--- config.mk ---
export PLATFORM = sky130hd
export DESIGN_NAME = tkp_pd_ctrl
export DESIGN_NICKNAME = d
export VERILOG_FILES = /design/src/rtl/tkp_pkg.sv /design/src/rtl/tkp_pd_ctrl.sv /design/src/rtl/tkp_key_result.sv
export SDC_FILE = /design/constraint.sdc
export NUM_CORES = 1
export LEC_CHECK = 0
export ABC_AREA = 1
export BUFFER_PORTS_ARGS = -buffer_cell sky130_fd_sc_hd__buf_4
export CORE_AREA = 2 2 83 61
export DETAILED_ROUTE_END_ITERATION = 7
export DIE_AREA = 0 0 85 63
export PLACE_DENSITY = 0.89
export REMOVE_ABC_BUFFERS = 1
export SETUP_SLACK_MARGIN = 0.05
export SLEW_MARGIN = 20
export SYNTH_ARGS = -nofsm -noshare
export SYNTH_HDL_FRONTEND = slang
export SYNTH_SLANG_ARGS = --single-unit
--- constraint.sdc ---
create_clock -name mclk -period 2.6 [get_ports mclk]
set_clock_uncertainty 0.1 [all_clocks]
set_input_delay 0.39 -clock mclk [delete_from_list [all_inputs] [get_ports mclk]]
set_output_delay 0.39 -clock mclk [all_outputs]
set_load 0.02 [all_outputs]
--- src/rtl/tkp_pkg.sv ---
package tkp_pkg;

	// ------------------------------------------------------------
	// Register map
	// ------------------------------------------------------------
	localparam int unsigned DATA_W         = 16;
	localparam int unsigned ADDR_W         = 8;
	localparam logic        PD_CTRL_PAGE   = 1'b1;
	localparam logic [7:0]  PD_CTRL_ADDR   = 8'h08;

	// Field positions in power_down_control
	localparam int unsigned TOUCH_OFF_POS  = 0;
	localparam int unsigned KEYPAD_OFF_POS = 1;

	// Values after reset: both blocks powered up
	localparam logic        TOUCH_OFF_RST  = 1'b0;
	localparam logic        KEYPAD_OFF_RST = 1'b0;

	// Value a read returns for an address that holds nothing
	localparam logic [15:0] UNMAPPED_DATA  = 16'h0000;

	// ------------------------------------------------------------
	// Pin groups
	// ------------------------------------------------------------
	localparam int unsigned TOUCH_SW_N     = 4;
	localparam int unsigned COLUMN_N       = 6;

	// Content of an empty key result register
	localparam logic [15:0] KEY_RESULT_EMPTY = 16'h0000;

	// Output levels while reset is held: switches open, columns low, irqs idle
	localparam logic [3:0]  TOUCH_SW_RST   = 4'h0;
	localparam logic        PEN_IRQ_RST    = 1'b1;
	localparam logic [5:0]  COLUMN_RST     = 6'h00;
	localparam logic        SCAN_RST       = 1'b0;
	localparam logic        KEY_IRQ_RST    = 1'b1;

endpackage

--- src/rtl/tkp_pd_ctrl.sv ---
module tkp_pd_ctrl (
	input  wire logic        mclk,
	input  wire logic        srst,
	// Internal register port fed by the serial interface
	input  wire logic        reg_wr_en,
	input  wire logic        reg_rd_en,
	input  wire logic        reg_page,
	input  wire logic [7:0]  reg_addr,
	input  wire logic [15:0] reg_wdata,
	output logic      [15:0] reg_rdata,
	output logic             reg_rd_valid,
	// Requests from the touch measurement sequencer
	input  wire logic [3:0]  touch_sw_req,
	input  wire logic        pen_detect_n,
	// Requests from the keypad scanner
	input  wire logic [5:0]  col_drive_req,
	input  wire logic        scan_req,
	input  wire logic        key_irq_req_n,
	input  wire logic        key_load,
	input  wire logic        key_load_sel,
	input  wire logic [15:0] key_load_data,
	// Gated outputs
	output logic      [3:0]  touch_sw_en,
	output logic             pen_touch_interrupt_n,
	output logic      [5:0]  keypad_column_drives,
	output logic             scan_enable,
	output logic             key_interrupt_n,
	output logic      [15:0] key_result_first,
	output logic      [15:0] key_result_second,
	output logic             touch_power_off_bit,
	output logic             keypad_power_off_bit
);

	// ------------------------------------------------------------
	// Register decode
	// ------------------------------------------------------------
	logic        pd_hit;
	logic        touch_off_ff;
	logic        keypad_off_ff;
	logic        nxt_touch_off;
	logic        nxt_keypad_off;

	// Only page 1, address 08h selects the power-down register
	assign pd_hit = (reg_page == tkp_pkg::PD_CTRL_PAGE)
		&& (reg_addr == tkp_pkg::PD_CTRL_ADDR);

	// Next power state; gating below uses it so pins follow on the write edge
	always_comb begin
		nxt_touch_off  = touch_off_ff;
		nxt_keypad_off = keypad_off_ff;
		if (reg_wr_en && pd_hit) begin
			nxt_touch_off  = reg_wdata[tkp_pkg::TOUCH_OFF_POS];
			nxt_keypad_off = reg_wdata[tkp_pkg::KEYPAD_OFF_POS];
		end
	end

	// ------------------------------------------------------------
	// Power-down register
	// ------------------------------------------------------------
	// Touch bit; bits 15:2 have no storage, so writes to them vanish
	always_ff @(posedge mclk) begin
		if (srst) begin
			touch_off_ff <= tkp_pkg::TOUCH_OFF_RST;
		end else begin
			touch_off_ff <= nxt_touch_off;
		end
	end

	// Keypad bit
	always_ff @(posedge mclk) begin
		if (srst) begin
			keypad_off_ff <= tkp_pkg::KEYPAD_OFF_RST;
		end else begin
			keypad_off_ff <= nxt_keypad_off;
		end
	end

	// Status copy of the touch bit for neighbouring blocks
	always_ff @(posedge mclk) begin
		if (srst) begin
			touch_power_off_bit <= tkp_pkg::TOUCH_OFF_RST;
		end else begin
			touch_power_off_bit <= nxt_touch_off;
		end
	end

	// Status copy of the keypad bit; a flop, not a wire, so the pin is clean
	always_ff @(posedge mclk) begin
		if (srst) begin
			keypad_power_off_bit <= tkp_pkg::KEYPAD_OFF_RST;
		end else begin
			keypad_power_off_bit <= nxt_keypad_off;
		end
	end

	// ------------------------------------------------------------
	// Read path
	// ------------------------------------------------------------
	// Read strobe echoed one edge later as the valid flag
	always_ff @(posedge mclk) begin
		if (srst) begin
			reg_rd_valid <= 1'b0;
		end else begin
			reg_rd_valid <= reg_rd_en;
		end
	end

	// Read data is registered and held until the next read
	always_ff @(posedge mclk) begin
		if (srst) begin
			reg_rdata <= tkp_pkg::UNMAPPED_DATA;
		end else if (reg_rd_en && pd_hit) begin
			reg_rdata <= {14'h0, keypad_off_ff, touch_off_ff};
		end else if (reg_rd_en) begin
			reg_rdata <= tkp_pkg::UNMAPPED_DATA;
		end
	end

	// ------------------------------------------------------------
	// Touch screen gating
	// ------------------------------------------------------------
	logic [3:0]  nxt_touch_sw;
	logic        nxt_pen_n;

	// Off wins over every request, so no switch closes on the write edge
	always_comb begin
		nxt_touch_sw = touch_sw_req;
		nxt_pen_n    = pen_detect_n;
		if (nxt_touch_off) begin
			nxt_touch_sw = 4'h0;
			nxt_pen_n    = 1'b1;
		end
	end

	// Switches forced open so no current flows through the panel
	always_ff @(posedge mclk) begin
		if (srst) begin
			touch_sw_en <= tkp_pkg::TOUCH_SW_RST;
		end else begin
			touch_sw_en <= nxt_touch_sw;
		end
	end

	// Pen detection ignored while off; pin parks high
	always_ff @(posedge mclk) begin
		if (srst) begin
			pen_touch_interrupt_n <= tkp_pkg::PEN_IRQ_RST;
		end else begin
			pen_touch_interrupt_n <= nxt_pen_n;
		end
	end

	// ------------------------------------------------------------
	// Keypad gating
	// ------------------------------------------------------------
	logic [5:0]  nxt_columns;
	logic        nxt_scan;
	logic        nxt_key_irq_n;

	// Requests pass again on the very edge that clears the bit
	always_comb begin
		nxt_columns   = col_drive_req;
		nxt_scan      = scan_req;
		nxt_key_irq_n = key_irq_req_n;
		if (nxt_keypad_off) begin
			nxt_columns   = 6'h00;
			nxt_scan      = 1'b0;
			nxt_key_irq_n = 1'b1;
		end
	end

	// Columns low while off; scanner requests pass once powered up
	always_ff @(posedge mclk) begin
		if (srst) begin
			keypad_column_drives <= tkp_pkg::COLUMN_RST;
		end else begin
			keypad_column_drives <= nxt_columns;
		end
	end

	// Scan stops at once; it follows scan_req again on the edge that clears the bit
	always_ff @(posedge mclk) begin
		if (srst) begin
			scan_enable <= tkp_pkg::SCAN_RST;
		end else begin
			scan_enable <= nxt_scan;
		end
	end

	// Interrupt held inactive (high) while the keypad is off
	always_ff @(posedge mclk) begin
		if (srst) begin
			key_interrupt_n <= tkp_pkg::KEY_IRQ_RST;
		end else begin
			key_interrupt_n <= nxt_key_irq_n;
		end
	end

	// ------------------------------------------------------------
	// Key result registers
	// ------------------------------------------------------------
	// Held clear for the whole power-down, so loads there are dropped
	tkp_key_result u_key_result (
		.mclk          (mclk),
		.srst          (srst),
		.clear         (nxt_keypad_off),
		.load          (key_load),
		.load_sel      (key_load_sel),
		.load_data     (key_load_data),
		.result_first  (key_result_first),
		.result_second (key_result_second)
	);

endmodule

--- src/rtl/tkp_key_result.sv ---
// ------------------------------------------------------------
// Two key result registers, loaded by the scanner
// ------------------------------------------------------------
module tkp_key_result (
	input  wire logic        mclk,
	input  wire logic        srst,
	input  wire logic        clear,
	input  wire logic        load,
	input  wire logic        load_sel,
	input  wire logic [15:0] load_data,
	output logic      [15:0] result_first,
	output logic      [15:0] result_second
);

	// Clear beats load so that no stale key survives a power-down
	always_ff @(posedge mclk) begin
		if (srst || clear) begin
			result_first  <= tkp_pkg::KEY_RESULT_EMPTY;
			result_second <= tkp_pkg::KEY_RESULT_EMPTY;
		end else if (load) begin
			if (load_sel) begin
				result_second <= load_data;
			end else begin
				result_first  <= load_data;
			end
		end
	end

endmodule

==> metrics.md, run 1 <==
| Metric | Value |
|---|---|
| Clk sinks | `50` |
| Syn Inst Count | `274` |
| FF-to-FF path depth | `4` |
| Power per standard cell area | `roughly 600 mW/mm2` |
| Worst slack, placed | `0.544 ns` |
| Vias in the first global route | `approximately 1,800` |
| DR WL/cell | `just over 10 um` |
| Clock Power Share | `between 30% and 40%` |
| Chip Height | `between 60 and 70 um` |
| Syn_area_per_cell | `7.42 um2` |
| RSZ-0062 raised after global routing | `no` |
| Ant diodes | `0` |
| GRT busiest layer | `met2` |
| Outcome | `finished, final reports clean` |
| Max Cap Viol | `0` |
| # port buffers | `95` |
| Fillcell total | `419` |
| Minimum clock period | `1.73 ns` |
| Startpoint Class | `primary input` |
| CP Data Arrival Time | `roughly 1.9 ns` |
| Async SR Flop Fraction | `0%` |
| DR vias | `about 1,800` |
| Post-Route WL | `around 4300 um` |
| Synth Warn # | `0` |
| Placed Cells | `416` |
| Initial antenna violation count | `0` |
| Switch share | `between 20% and 30%` |
| Area leader, netlist | `dfxtp_1` |
| Setup CP Type | `primary input to register` |
| Finish-stage setup viols | `0` |
| Switching power total | `~0.00041 W` |
| Grt ovf | `0` |
| Met1 usage | `17.8%` |
| Area of the mapped netlist | `slightly above 0.002 mm2` |
| Worst setup endpoint | `u_key_result.result_second[0]` |
| Nets | `~430` |
| Worst Setup SP | `reg_addr[7]` |
| Met3 usage | `under 10%` |
| Total CTS buffers | `5` |
| Rel. slew slack | `~38%` |
| CTS tree | `done` |
| Number of enable flip-flop cells after synthesis | `0` |
| Max Slew Vio Count | `0` |
| Clk Latency, worst-skew pair | `slightly below 0.3 ns` |
| R2r setup slk | `approximately 1.2 ns` |
| Min-Delay Path Class | `primary input to register` |
| Yosys reg bits | `50` |
| Half-perimeter wire length after placement | `~3300 um` |
| Post-CTS Hold Buffers | `0` |
| Die X-Extent | `85 um` |
| # H-tree levels | `2` |
| DRT Pass-1 Iters | `4` |
| Largest cells by area after synthesis | `dfxtp_1 (49%), inv_1 (12%), o21ai_0 (7.9%), nand2_1 (7.2%), nor2_1 (6.6%)` |
| Post-CTS sizing | `0` |
| First-pass GRT wire length | `between 7000 and 8000 um` |
| RR Startpoint | `keypad_power_off_bit` |
| IO Pins | `approximately 120` |
| Core Footprint | `0.00460 mm2` |
| Final Hold Violating Endpoints | `0` |
| DRT iter0 DRCs | `84` |
| Top cells by count, synth | `inv_1 (66), dfxtp_1 (50), nand2_1 (39)` |
| Initial Util | `between 40 and 50%` |
| Worst VDD drop | `between 0.4 and 0.5 mV` |
| Die area | `~0.0054 mm2` |
| Reg2reg end | `u_key_result.result_second[0]` |
| Num rows | `21` |
| Most frequent cell after synthesis | `inv_1` |
| Data required, critical path | `2.73 ns` |
| Yosys top cell area share | `around 49%` |
| Combinational Power Share | `between 10% and 20%` |
| Layout Cells excl Fill | `approximately 420` |
| Register clock-pin slew on the reported worst setup and hold paths | `approximately 0.09 ns` |
| Layout area overhead | `40.9%` |
| P_leak | `1.46 nW` |
| RD Place Congestion | `between 0.7 and 0.8` |
| Post-synth top flop | `dfxtp_1` |
| Setup WS post-layout | `approximately 0.87 ns` |
| Antenna Nets Post-Route | `0` |
| Fin crit share | `roughly 67%` |
| CTS max path bufs | `2` |
| Max Freq | `a little under 0.6 GHz` |
| Register share of total power | `between 40% and 50%` |
| Sequential cell area | `about 0.001 mm2` |
| Yosys cell types | `19` |
| GRT Overall Usage | `about 16%` |
| Via/cell ratio | `4.34` |
| Grt met2 use | `roughly 30%` |
| Area used by multi-input combinational logic | `673 um2` |
| Post-synthesis sequential area ratio | `49.2%` |
| Crit. End Element | `register` |
| Critical-path maximum fanout | `23` |
| Clock Tree Root | `clkbuf_8` |
| Power Total | `0.00171 W` |
| Fraction of layout cells with a size suffix above 1 | `around a third` |
| Power Internal | `roughly 0.0013 W` |
| Residual DRC | `0` |
| Slew @ Worst Pin | `0.933 ns` |
| Largest net degree at the start of global routing | `33` |
| Total negative slack | `0 ns` |
| Post-CTS Setup Bufs | `0` |
-- placed cells by master (no fill, tap or decap) --
cell type	instances
a21oi_1	4
buf_12	1
buf_4	95
bufinv_16	2
clkbuf_8	5
clkinv_4	1
conb_1	14
dfxtp_1	50
inv_1	66
nand2_1	39
nand2_2	1
nand3_1	1
nand3_2	2
nand4_1	6
nor2_1	36
nor2_2	10
nor2_4	1
nor3_4	1
o21ai_0	32
-- area by class of cell --
class	count	share of cell area [%]
clock inverter	3	2.40
sequential	50	34.9
multi-input combinational	147	23.5
clock buffer	5	2.40
inverter	66	8.65
tap	57	2.49
timing repair buffer	96	25.6
-- state kept, by name, indices dropped and copies added (netlist names) --
name                        cells
keypad_column_drives            6
keypad_power_off_bit            1
reg_rdata                       2
u_key_result.result_second     16
scan_enable                     1
u_key_result.result_first      16
reg_rd_valid                    1
touch_sw_en                     4
key_interrupt_n                 1
touch_power_off_bit             1
pen_touch_interrupt_n           1
-- kinds of logic after synthesis --
family                 synth area share (%)
AO/OA/AOI/OAI                          8.86
other                                 0.184
AND/OR/NAND/NOR                        21.7
buffers and inverters                  20.1
flip-flops                             49.2
-- worst max-delay path, cell delays in order --
cell and delay [ns]:
buf_4 0.11, nor2_1 0.09, nand2_1 0.09, nor2_4 0.14
nand3_2 0.10, nand2_2 0.10, nand3_2 0.40, buf_12 0.34
nor2_1 0.09
-- worst min path at each step --
stage | slack [ns] | from | endpoint | cells after the start
4_1_cts | 0.18 | srst | reg_rd_valid | 2
2_1_floorplan | 0.36 | srst | keypad_power_off_bit | 1
3_3_place_gp | 0.35 | reg_rdata[1] | reg_rdata[1] | 2
5_1_grt | 0.19 | srst | reg_rd_valid | 2
6_report | 0.20 | srst | reg_rd_valid | 2
3_5_place_dp | 0.36 | reg_rdata[1] | reg_rdata[1] | 2
-- through the flow --
step	utilization [%]	hold WS, ns	instance area [um2]
floorplan	-	0.359	1920
global placement	59.3	0.352	2730
detailed placement	59.3	0.363	2730
CTS	62.3	0.180	2860
global route	62.3	0.187	2860
finish	62.3	0.196	2860
-- per-layer routing --
metal / vias to the layer above / routed length [um]
met4: 0 / 44
met2: 59 / 2140
li1: 958 / -
met1: 819 / 1790
met5: - / 0
met3: 4 / 331
-- power by group through the flow --
stage | combinational, W | clock [W] | sequential [W]
2_1_floorplan | 0.0000971 | 0 | 0.000874
3_3_place_gp | 0.000262 | 0 | 0.000831
3_5_place_dp | 0.000268 | 0 | 0.000832
4_1_cts | 0.000269 | 0.000659 | 0.000815
5_1_grt | 0.000296 | 0.000689 | 0.000818
6_report | 0.000267 | 0.000632 | 0.000814
(Power assumes the default switching activity.)
==> run 2, diff against run 1 <==
- CORE_AREA: 2 2 83 61 -> 2 2 91 67
- DIE_AREA: 0 0 85 63 -> 0 0 93 69
- PLACE_DENSITY: 0.89 -> 0.79
- clock period: 2.6 -> 1.42 ns (I/O delays scaled with it)
==> run 2 against run 1 <==
Clock power increased by 20%. Critical endpoint is now scan_enable. Combinational power grew 88%. Sequential power grew 83%. Largest power group unchanged. Sequential share of layout area decreased by 0.14 points. Design area increased by 0.39%. Global-route usage down 1.8 points.
==> metrics.md, run 2 (same netlist as run 1, synthesis figures left out) <==
| Metric | Value |
|---|---|
| Die area | `0.00642 mm2 (was 0.00536 mm2)` |
| Post-Route WL | `4510 um (was 4310 um)` |
| Antenna Nets Post-Route | `0 (unchanged)` |
| Min-Delay Path Class | `primary input to register (unchanged)` |
| CTS max path bufs | `2 (unchanged)` |
| Core Footprint | `0.00553 mm2 (was 0.00460 mm2)` |
| Via/cell ratio | `4.02 (was 4.34)` |
| Post-CTS Hold Buffers | `0 (unchanged)` |
| Register share of total power | `54.2% (was 47.5%)` |
| Placed Cells | `439 (was 416)` |
| Outcome | `finished, final reports clean (unchanged)` |
| Final Hold Violating Endpoints | `0 (unchanged)` |
| Max Slew Vio Count | `0 (unchanged)` |
| Critical-path maximum fanout | `28 (was 23)` |
| Nets | `431 (was 426)` |
| Power per standard cell area | `956 mW/mm2 (was 598 mW/mm2)` |
| Half-perimeter wire length after placement | `3400 um (was 3250 um)` |
| Clk sinks | `50 (unchanged)` |
| Switching power total | `0.000721 W (was 0.000412 W)` |
| Most frequent cells in the layout | `buf_4 (99), inv_1 (66), dfxtp_1 (50) (was buf_4 (95), inv_1 (66), dfxtp_1 (50))` |
| Largest registers | `u_key_result.result_first x16, u_key_result.result_second x16, keypad_column_drives x6 (unchanged)` |
| GRT Overall Usage | `14.5% (was 16.3%)` |
| Fin crit share | `about four fifths` |
| Num rows | `23 (was 21)` |
| Switch share | `26.2% (was 24.0%)` |
| Max Freq | `approximately 0.88 GHz` |
| Initial antenna violation count | `0 (unchanged)` |
| DR WL/cell | `10.1 um (was 10.2 um)` |
| Clock Tree Root | `clkbuf_8 (unchanged)` |
| Grt ovf | `0 (unchanged)` |
| # H-tree levels | `2 (unchanged)` |
| Leading cell type in the layout, fill and taps excluded | `buf_4 (unchanged)` |
| First-pass GRT wire length | `7620 um (was 7220 um)` |
| Combinational Power Share | `18.3% (was 15.6%)` |
| Worst slack, placed | `-0.0417 ns (was 0.544 ns)` |
| Layout Cells excl Fill | `446 (was 424)` |
| R2r setup slk | `0.38 ns (was 1.16 ns)` |
| RR Startpoint | `keypad_power_off_bit (unchanged)` |
| P_leak | `1.46 nW (about the same)` |
| Power Internal | `0.00203 W (was 0.00130 W)` |
| DRT iter0 DRCs | `28 (was 84)` |
| Fraction of layout cells with a size suffix above 1 | `32.6% (was 32.4%)` |
| DRT Pass-1 Iters | `4 (unchanged)` |
| Max Cap Viol | `0 (unchanged)` |
| RD Place Congestion | `0.766 (was 0.738)` |
| Hold path cells | `2 (unchanged)` |
| Data required, critical path | `1.50 ns (was 2.73 ns)` |
| Crit. End Element | `register (unchanged)` |
| IO Pins | `124 (unchanged)` |
| Post-CTS sizing | `0 (unchanged)` |
| Worst Setup SP | `reg_addr[5] (was reg_addr[7])` |
| Largest net degree at the start of global routing | `33 (unchanged)` |
| Reg2reg end | `scan_enable (was u_key_result.result_second[0])` |
| Clock Power Share | `27.5% (was 36.9%)` |
| Vias in the first global route | `1,674 (was 1,754)` |
| Initial Util | `36.8% (was 44.2%)` |
| Clk Latency, worst-skew pair | `0.28 ns (was 0.29 ns)` |
| Finish-stage setup viols | `0 (unchanged)` |
| CP Data Arrival Time | `1.22 ns (was 1.87 ns)` |
| Total negative slack | `0 ns (unchanged)` |
| CTS tree | `done (unchanged)` |
| Post-CTS Setup Bufs | `0 (unchanged)` |
| Total CTS buffers | `5 (unchanged)` |
| DR vias | `1,795 (was 1,840)` |
| # port buffers | `95 (unchanged)` |
| Setup CP Type | `primary input to register (unchanged)` |
| Ant diodes | `0 (unchanged)` |
| FF-to-FF path depth | `4 (unchanged)` |
| RSZ-0062 raised after global routing | `no (unchanged)` |
| Layout area overhead | `41.4% (was 40.9%)` |
| Residual DRC | `0 (unchanged)` |
| Chip Height | `69 um (was 63 um)` |
| Worst VDD drop | `0.550 mV (was 0.421 mV)` |
| Setup WS post-layout | `0.282 ns (was 0.865 ns)` |
| Die X-Extent | `93 um (was 85 um)` |
| Register clock-pin slew on the reported worst setup and hold paths | `0.08 ns (was 0.09 ns)` |
| Minimum clock period | `1.14 ns` |
| Worst setup endpoint | `scan_enable (was u_key_result.result_second[0])` |
| Startpoint Class | `primary input (unchanged)` |
-- run 2: area by class of cell --
type,instances,area [um2]
Clock buffer,7,76.3
Inverter,66,248
Timing Repair Buffer,101,783
Fill cell,529,2650
Multi-Input combinational cell,147,673
Tap cell,75,93.8
Sequential cell,50,1000
-- run 2: worst min-delay path by stage --
stage,start,to
4_1_cts,srst,reg_rdata[0]
3_3_place_gp,pen_detect_n,pen_touch_interrupt_n
2_1_floorplan,srst,keypad_power_off_bit
5_1_grt,key_irq_req_n,key_interrupt_n
6_report,srst,reg_rdata[0]
3_5_place_dp,key_irq_req_n,key_interrupt_n
-- run 2: power by group through the flow --
stage / Combinational [W] / Sequential [W] / Clock, W
4_1_cts: 0.000507 / 0.00149 / 0.000803
6_report: 0.000502 / 0.00149 / 0.000756
3_3_place_gp: 0.000497 / 0.00152 / 0
3_5_place_dp: 0.000506 / 0.00152 / 0
5_1_grt: 0.000550 / 0.00150 / 0.000861
2_1_floorplan: 0.000178 / 0.00160 / 0
-- run 2: critical path, cell delays in order --
cell	delay [ns]
buf_4	0.11
nor2_1	0.09
nand2_1	0.09
nor2_4	0.15
nand4_1	0.16
nand3_2	0.15
buf_12	0.20
nor2_1	0.06
-- run 2: per-layer routing --
layer,part of all wire [%],vias up,wire (um),track usage (%)
li1,-,962,-,-
met5,0,-,0,0
met4,0.64,0,29,3.92
met3,5.6,2,253,4.04
met1,43,782,1940,17.4
met2,51,49,2290,25.4
-- run 2: through the flow --
step | hold slack (ns) | power (W) | util [%] | area, um2
3_5_place_dp | 0.323 | 0.00203 | 50.7 | 2800
6_report | 0.0301 | 0.00275 | 52.0 | 2880
2_1_floorplan | 0.182 | 0.00178 | - | 1920
3_3_place_gp | 0.317 | 0.00202 | 50.7 | 2800
4_1_cts | 0.0139 | 0.00280 | 52.0 | 2880
5_1_grt | 0.0168 | 0.00291 | 52.0 | 2880
==> run 3, diff against run 2 <==
- clock period: 1.42 -> 1 ns (I/O delays scaled with it)
==> run 3 against run 2 <==
The run now ends with negative setup slack left. Die area unchanged. Largest cell class is now non-clock buffers. Wire length is 26% higher. Critical path depth is 6 lower. Design area grew 25%. Register-to-register slack got worse by 0.46 ns. Worst setup slack lost 0.39 ns. Total power is 62% higher.
==> metrics.md, run 3 (same netlist as run 1, synthesis figures left out) <==
| Metric | Value |
|---|---|
| Outcome | `finished with violations (was finished, final reports clean)` |
| Failing checks | `negative setup slack` |
| # H-tree levels | `2 (unchanged)` |
| Area after DPL | `0.00288 mm2 (was 0.00280 mm2)` |
| Final Hold Violating Endpoints | `0 (unchanged)` |
| CP Data Arrival Time | `0.86 ns (was 1.22 ns)` |
| Chip Height | `69 um (unchanged)` |
| Critical-path maximum fanout | `2 (was 28)` |
| Hold WS | `0.00766 ns (was 0.0301 ns)` |
| Slowest stage cell, crit path | `dfxtp_2 (was buf_12)` |
| Met3 usage | `3.17% (was 4.04%)` |
| Max Slew Vio Count | `0 (unchanged)` |
| RD Place Congestion | `0.805 (was 0.766)` |
| Post-route cell area | `0.00359 mm2 (was 0.00288 mm2)` |
| DR vias | `2,017 (was 1,795)` |
| Crit-path max cell delay | `0.34 ns (was 0.20 ns)` |
| FF-to-FF path depth | `5 (was 4)` |
| First-pass GRT wire length | `8870 um (was 7620 um)` |
| GRT Overall Usage | `17.0% (was 14.5%)` |
| Core Footprint | `0.00553 mm2 (unchanged)` |
| Fillcell total | `476 (was 529)` |
| Hold path cells | `3 (was 2)` |
| Switching power total | `0.00114 W (was 0.000721 W)` |
| Critical path, cell by cell | `buf_6 > buf_6 (was buf_4 > nor2_1 > nand2_1 > nor2_4 > nand4_1 > nand3_2 > buf_12 > nor2_1)` |
| Buf/Inv on CP | `2 (unchanged)` |
| Layout area overhead | `76.7% (was 41.4%)` |
| # port buffers | `95 (unchanged)` |
| Clock Tree Root | `clkbuf_8 (unchanged)` |
| Power per standard cell area | `1240 mW/mm2 (was 956 mW/mm2)` |
| Min-Delay Path Class | `primary input to register (unchanged)` |
| Register share of total power | `48.5% (was 54.2%)` |
| DRT iter0 DRCs | `54 (was 28)` |
| DRT Pass-1 Iters | `4 (unchanged)` |
| Fraction of layout cells with a size suffix above 1 | `53.8% (was 32.6%)` |
| Crit path max-delay family | `flip-flops (was simple AND/OR/NAND/NOR gates)` |
| Power Total | `0.00444 W (was 0.00275 W)` |
| Grt ovf | `0 (unchanged)` |
| Startpoint Class | `register (was primary input)` |
| Crit-path most repeated cell | `buf_6 (was nor2_1)` |
| Vias in the first global route | `1,992 (was 1,674)` |
| Met1 usage | `20.7% (was 17.4%)` |
| Max Freq | `between 0.9 and 1 GHz` |
| Data required, critical path | `0.75 ns (was 1.50 ns)` |
| Power Internal | `0.00330 W (was 0.00203 W)` |
| Grt met2 use | `30.2% (was 25.4%)` |
| Setup WS post-layout | `-0.107 ns (was 0.282 ns)` |
| Combinational Power Share | `20.5% (was 18.3%)` |
| Most frequent cells in the layout | `inv_1 (66), buf_6 (58), buf_4 (57) (was buf_4 (99), inv_1 (66), dfxtp_1 (50))` |
| Leading cell type in the layout, fill and taps excluded | `inv_1 (was buf_4)` |
| CTS max path bufs | `2 (unchanged)` |
| Ant diodes | `0 (unchanged)` |
| Register clock-pin slew on the reported worst setup and hold paths | `0.08 ns (about the same)` |
| Clk sinks | `50 (unchanged)` |
| Nets | `462 (was 431)` |
| Largest net degree at the start of global routing | `33 (unchanged)` |
| Die area | `0.00642 mm2 (unchanged)` |
| Minimum clock period | `between 1 and 1.5 ns` |
| P_leak | `1.70 nW (was 1.46 nW)` |
| Die X-Extent | `93 um (unchanged)` |
| Clock Power Share | `31.0% (was 27.5%)` |
| GRT busiest layer | `met2 (unchanged)` |
| Initial antenna violation count | `0 (unchanged)` |
| Fin crit share | `111%` |
| Crit path depth | `2 (was 8)` |
| Post-Route WL | `5670 um (was 4510 um)` |
| IO Pins | `124 (unchanged)` |
| Clk Latency, worst-skew pair | `0.29 ns (was 0.28 ns)` |
| Residual DRC | `0 (unchanged)` |
| DR WL/cell | `11.9 um (was 10.1 um)` |
| Via/cell ratio | `4.22 (was 4.02)` |
| Worst VDD drop | `0.916 mV (was 0.550 mV)` |
| Half-perimeter wire length after placement | `3670 um (was 3400 um)` |
| Total CTS buffers | `5 (unchanged)` |
| Finish-stage setup viols | `55 (was 0)` |
| RSZ-0062 raised after global routing | `yes (was no)` |
| Setup CP Type | `register to output pin (was primary input to register)` |
| Switch share | `25.7% (was 26.2%)` |
| Initial Util | `36.8% (unchanged)` |
| Max Cap Viol | `0 (unchanged)` |
| Worst slack, placed | `-0.375 ns (was -0.0417 ns)` |
| Crit. End Element | `output pin (was register)` |
| Num rows | `23 (unchanged)` |
| Largest registers | `u_key_result.result_first x16, u_key_result.result_second x16, keypad_column_drives x6 (unchanged)` |
| CTS tree | `done (unchanged)` |
| Antenna Nets Post-Route | `0 (unchanged)` |
-- run 3: changes by cell type in the layout (fill, tap and decap cells not counted), moves of 13 or more --
cell,before,now
buf_4,99,57
dfxtp_1,50,0
nor2_2,10,29
buf_6,0,58
nor2_1,36,15
dlygate4sd3_1,0,13
dfxtp_2,0,50
-- run 3: through the flow --
| stage | util (%) | setup TNS, ns | std cells |
|---|---|---|---|
| floorplan | - | -17.67 | 263 |
| finish | 65.0 | -2.12 | 478 |
| CTS | 62.3 | -2.02 | 471 |
| global route | 65.0 | -5.21 | 478 |
| global placement | 52.2 | -12.22 | 447 |
| detailed placement | 52.2 | -15.88 | 447 |
-- run 3: per-layer routing --
metal,up-vias,routed length (um)
met5,-,0
met4,0,113
met3,10,211
met2,51,3140
met1,929,2200
li1,1027,-
-- run 3: final timing paths --
path	from	endpoint	slack [ns]
setup / recovery	keypad_power_off_bit	keypad_power_off_bit	-0.11
hold / removal	reg_rd_en	reg_rd_valid	0.008
setup reg to reg	keypad_power_off_bit	u_key_result.result_second[2]	-0.08
hold reg to reg	reg_rdata[0]	reg_rdata[0]	0.38
-- run 3: power groups by stage --
| stage | registers, W | clock network [W] | logic [W] |
|---|---|---|---|
| finish | 0.00215 | 0.00138 | 0.000910 |
| global route | 0.00216 | 0.00152 | 0.000985 |
| CTS | 0.00215 | 0.00143 | 0.000848 |
| detailed placement | 0.00217 | 0 | 0.000741 |
| global placement | 0.00216 | 0 | 0.000725 |
| floorplan | 0.00227 | 0 | 0.000252 |
-- run 3: area by class of cell --
class	instances	area, um2	area share (%)
Clock buffer	6	72.6	2.02
Clock inverter	2	37.5	1.04
Inverter	66	248	6.90
Multi-Input combinational cell	147	786	21.9
Sequential cell	50	1060	29.6
Tap cell	75	93.8	2.61
Timing Repair Buffer	132	1290	35.9
-- run 3: what timing repair did --
action                     4_1_cts  5_1_grt
hold buffers                    13        0
pin swaps                        0       12
hold endpoints to repair        13        0
setup buffers                    3        7
setup endpoints to repair       90       97
resized for setup              111       30
-- run 3: worst min-delay path: stages --
cell and delay, ns:
buf_4 0.09, inv_1 0.05, nor2_1 0.07
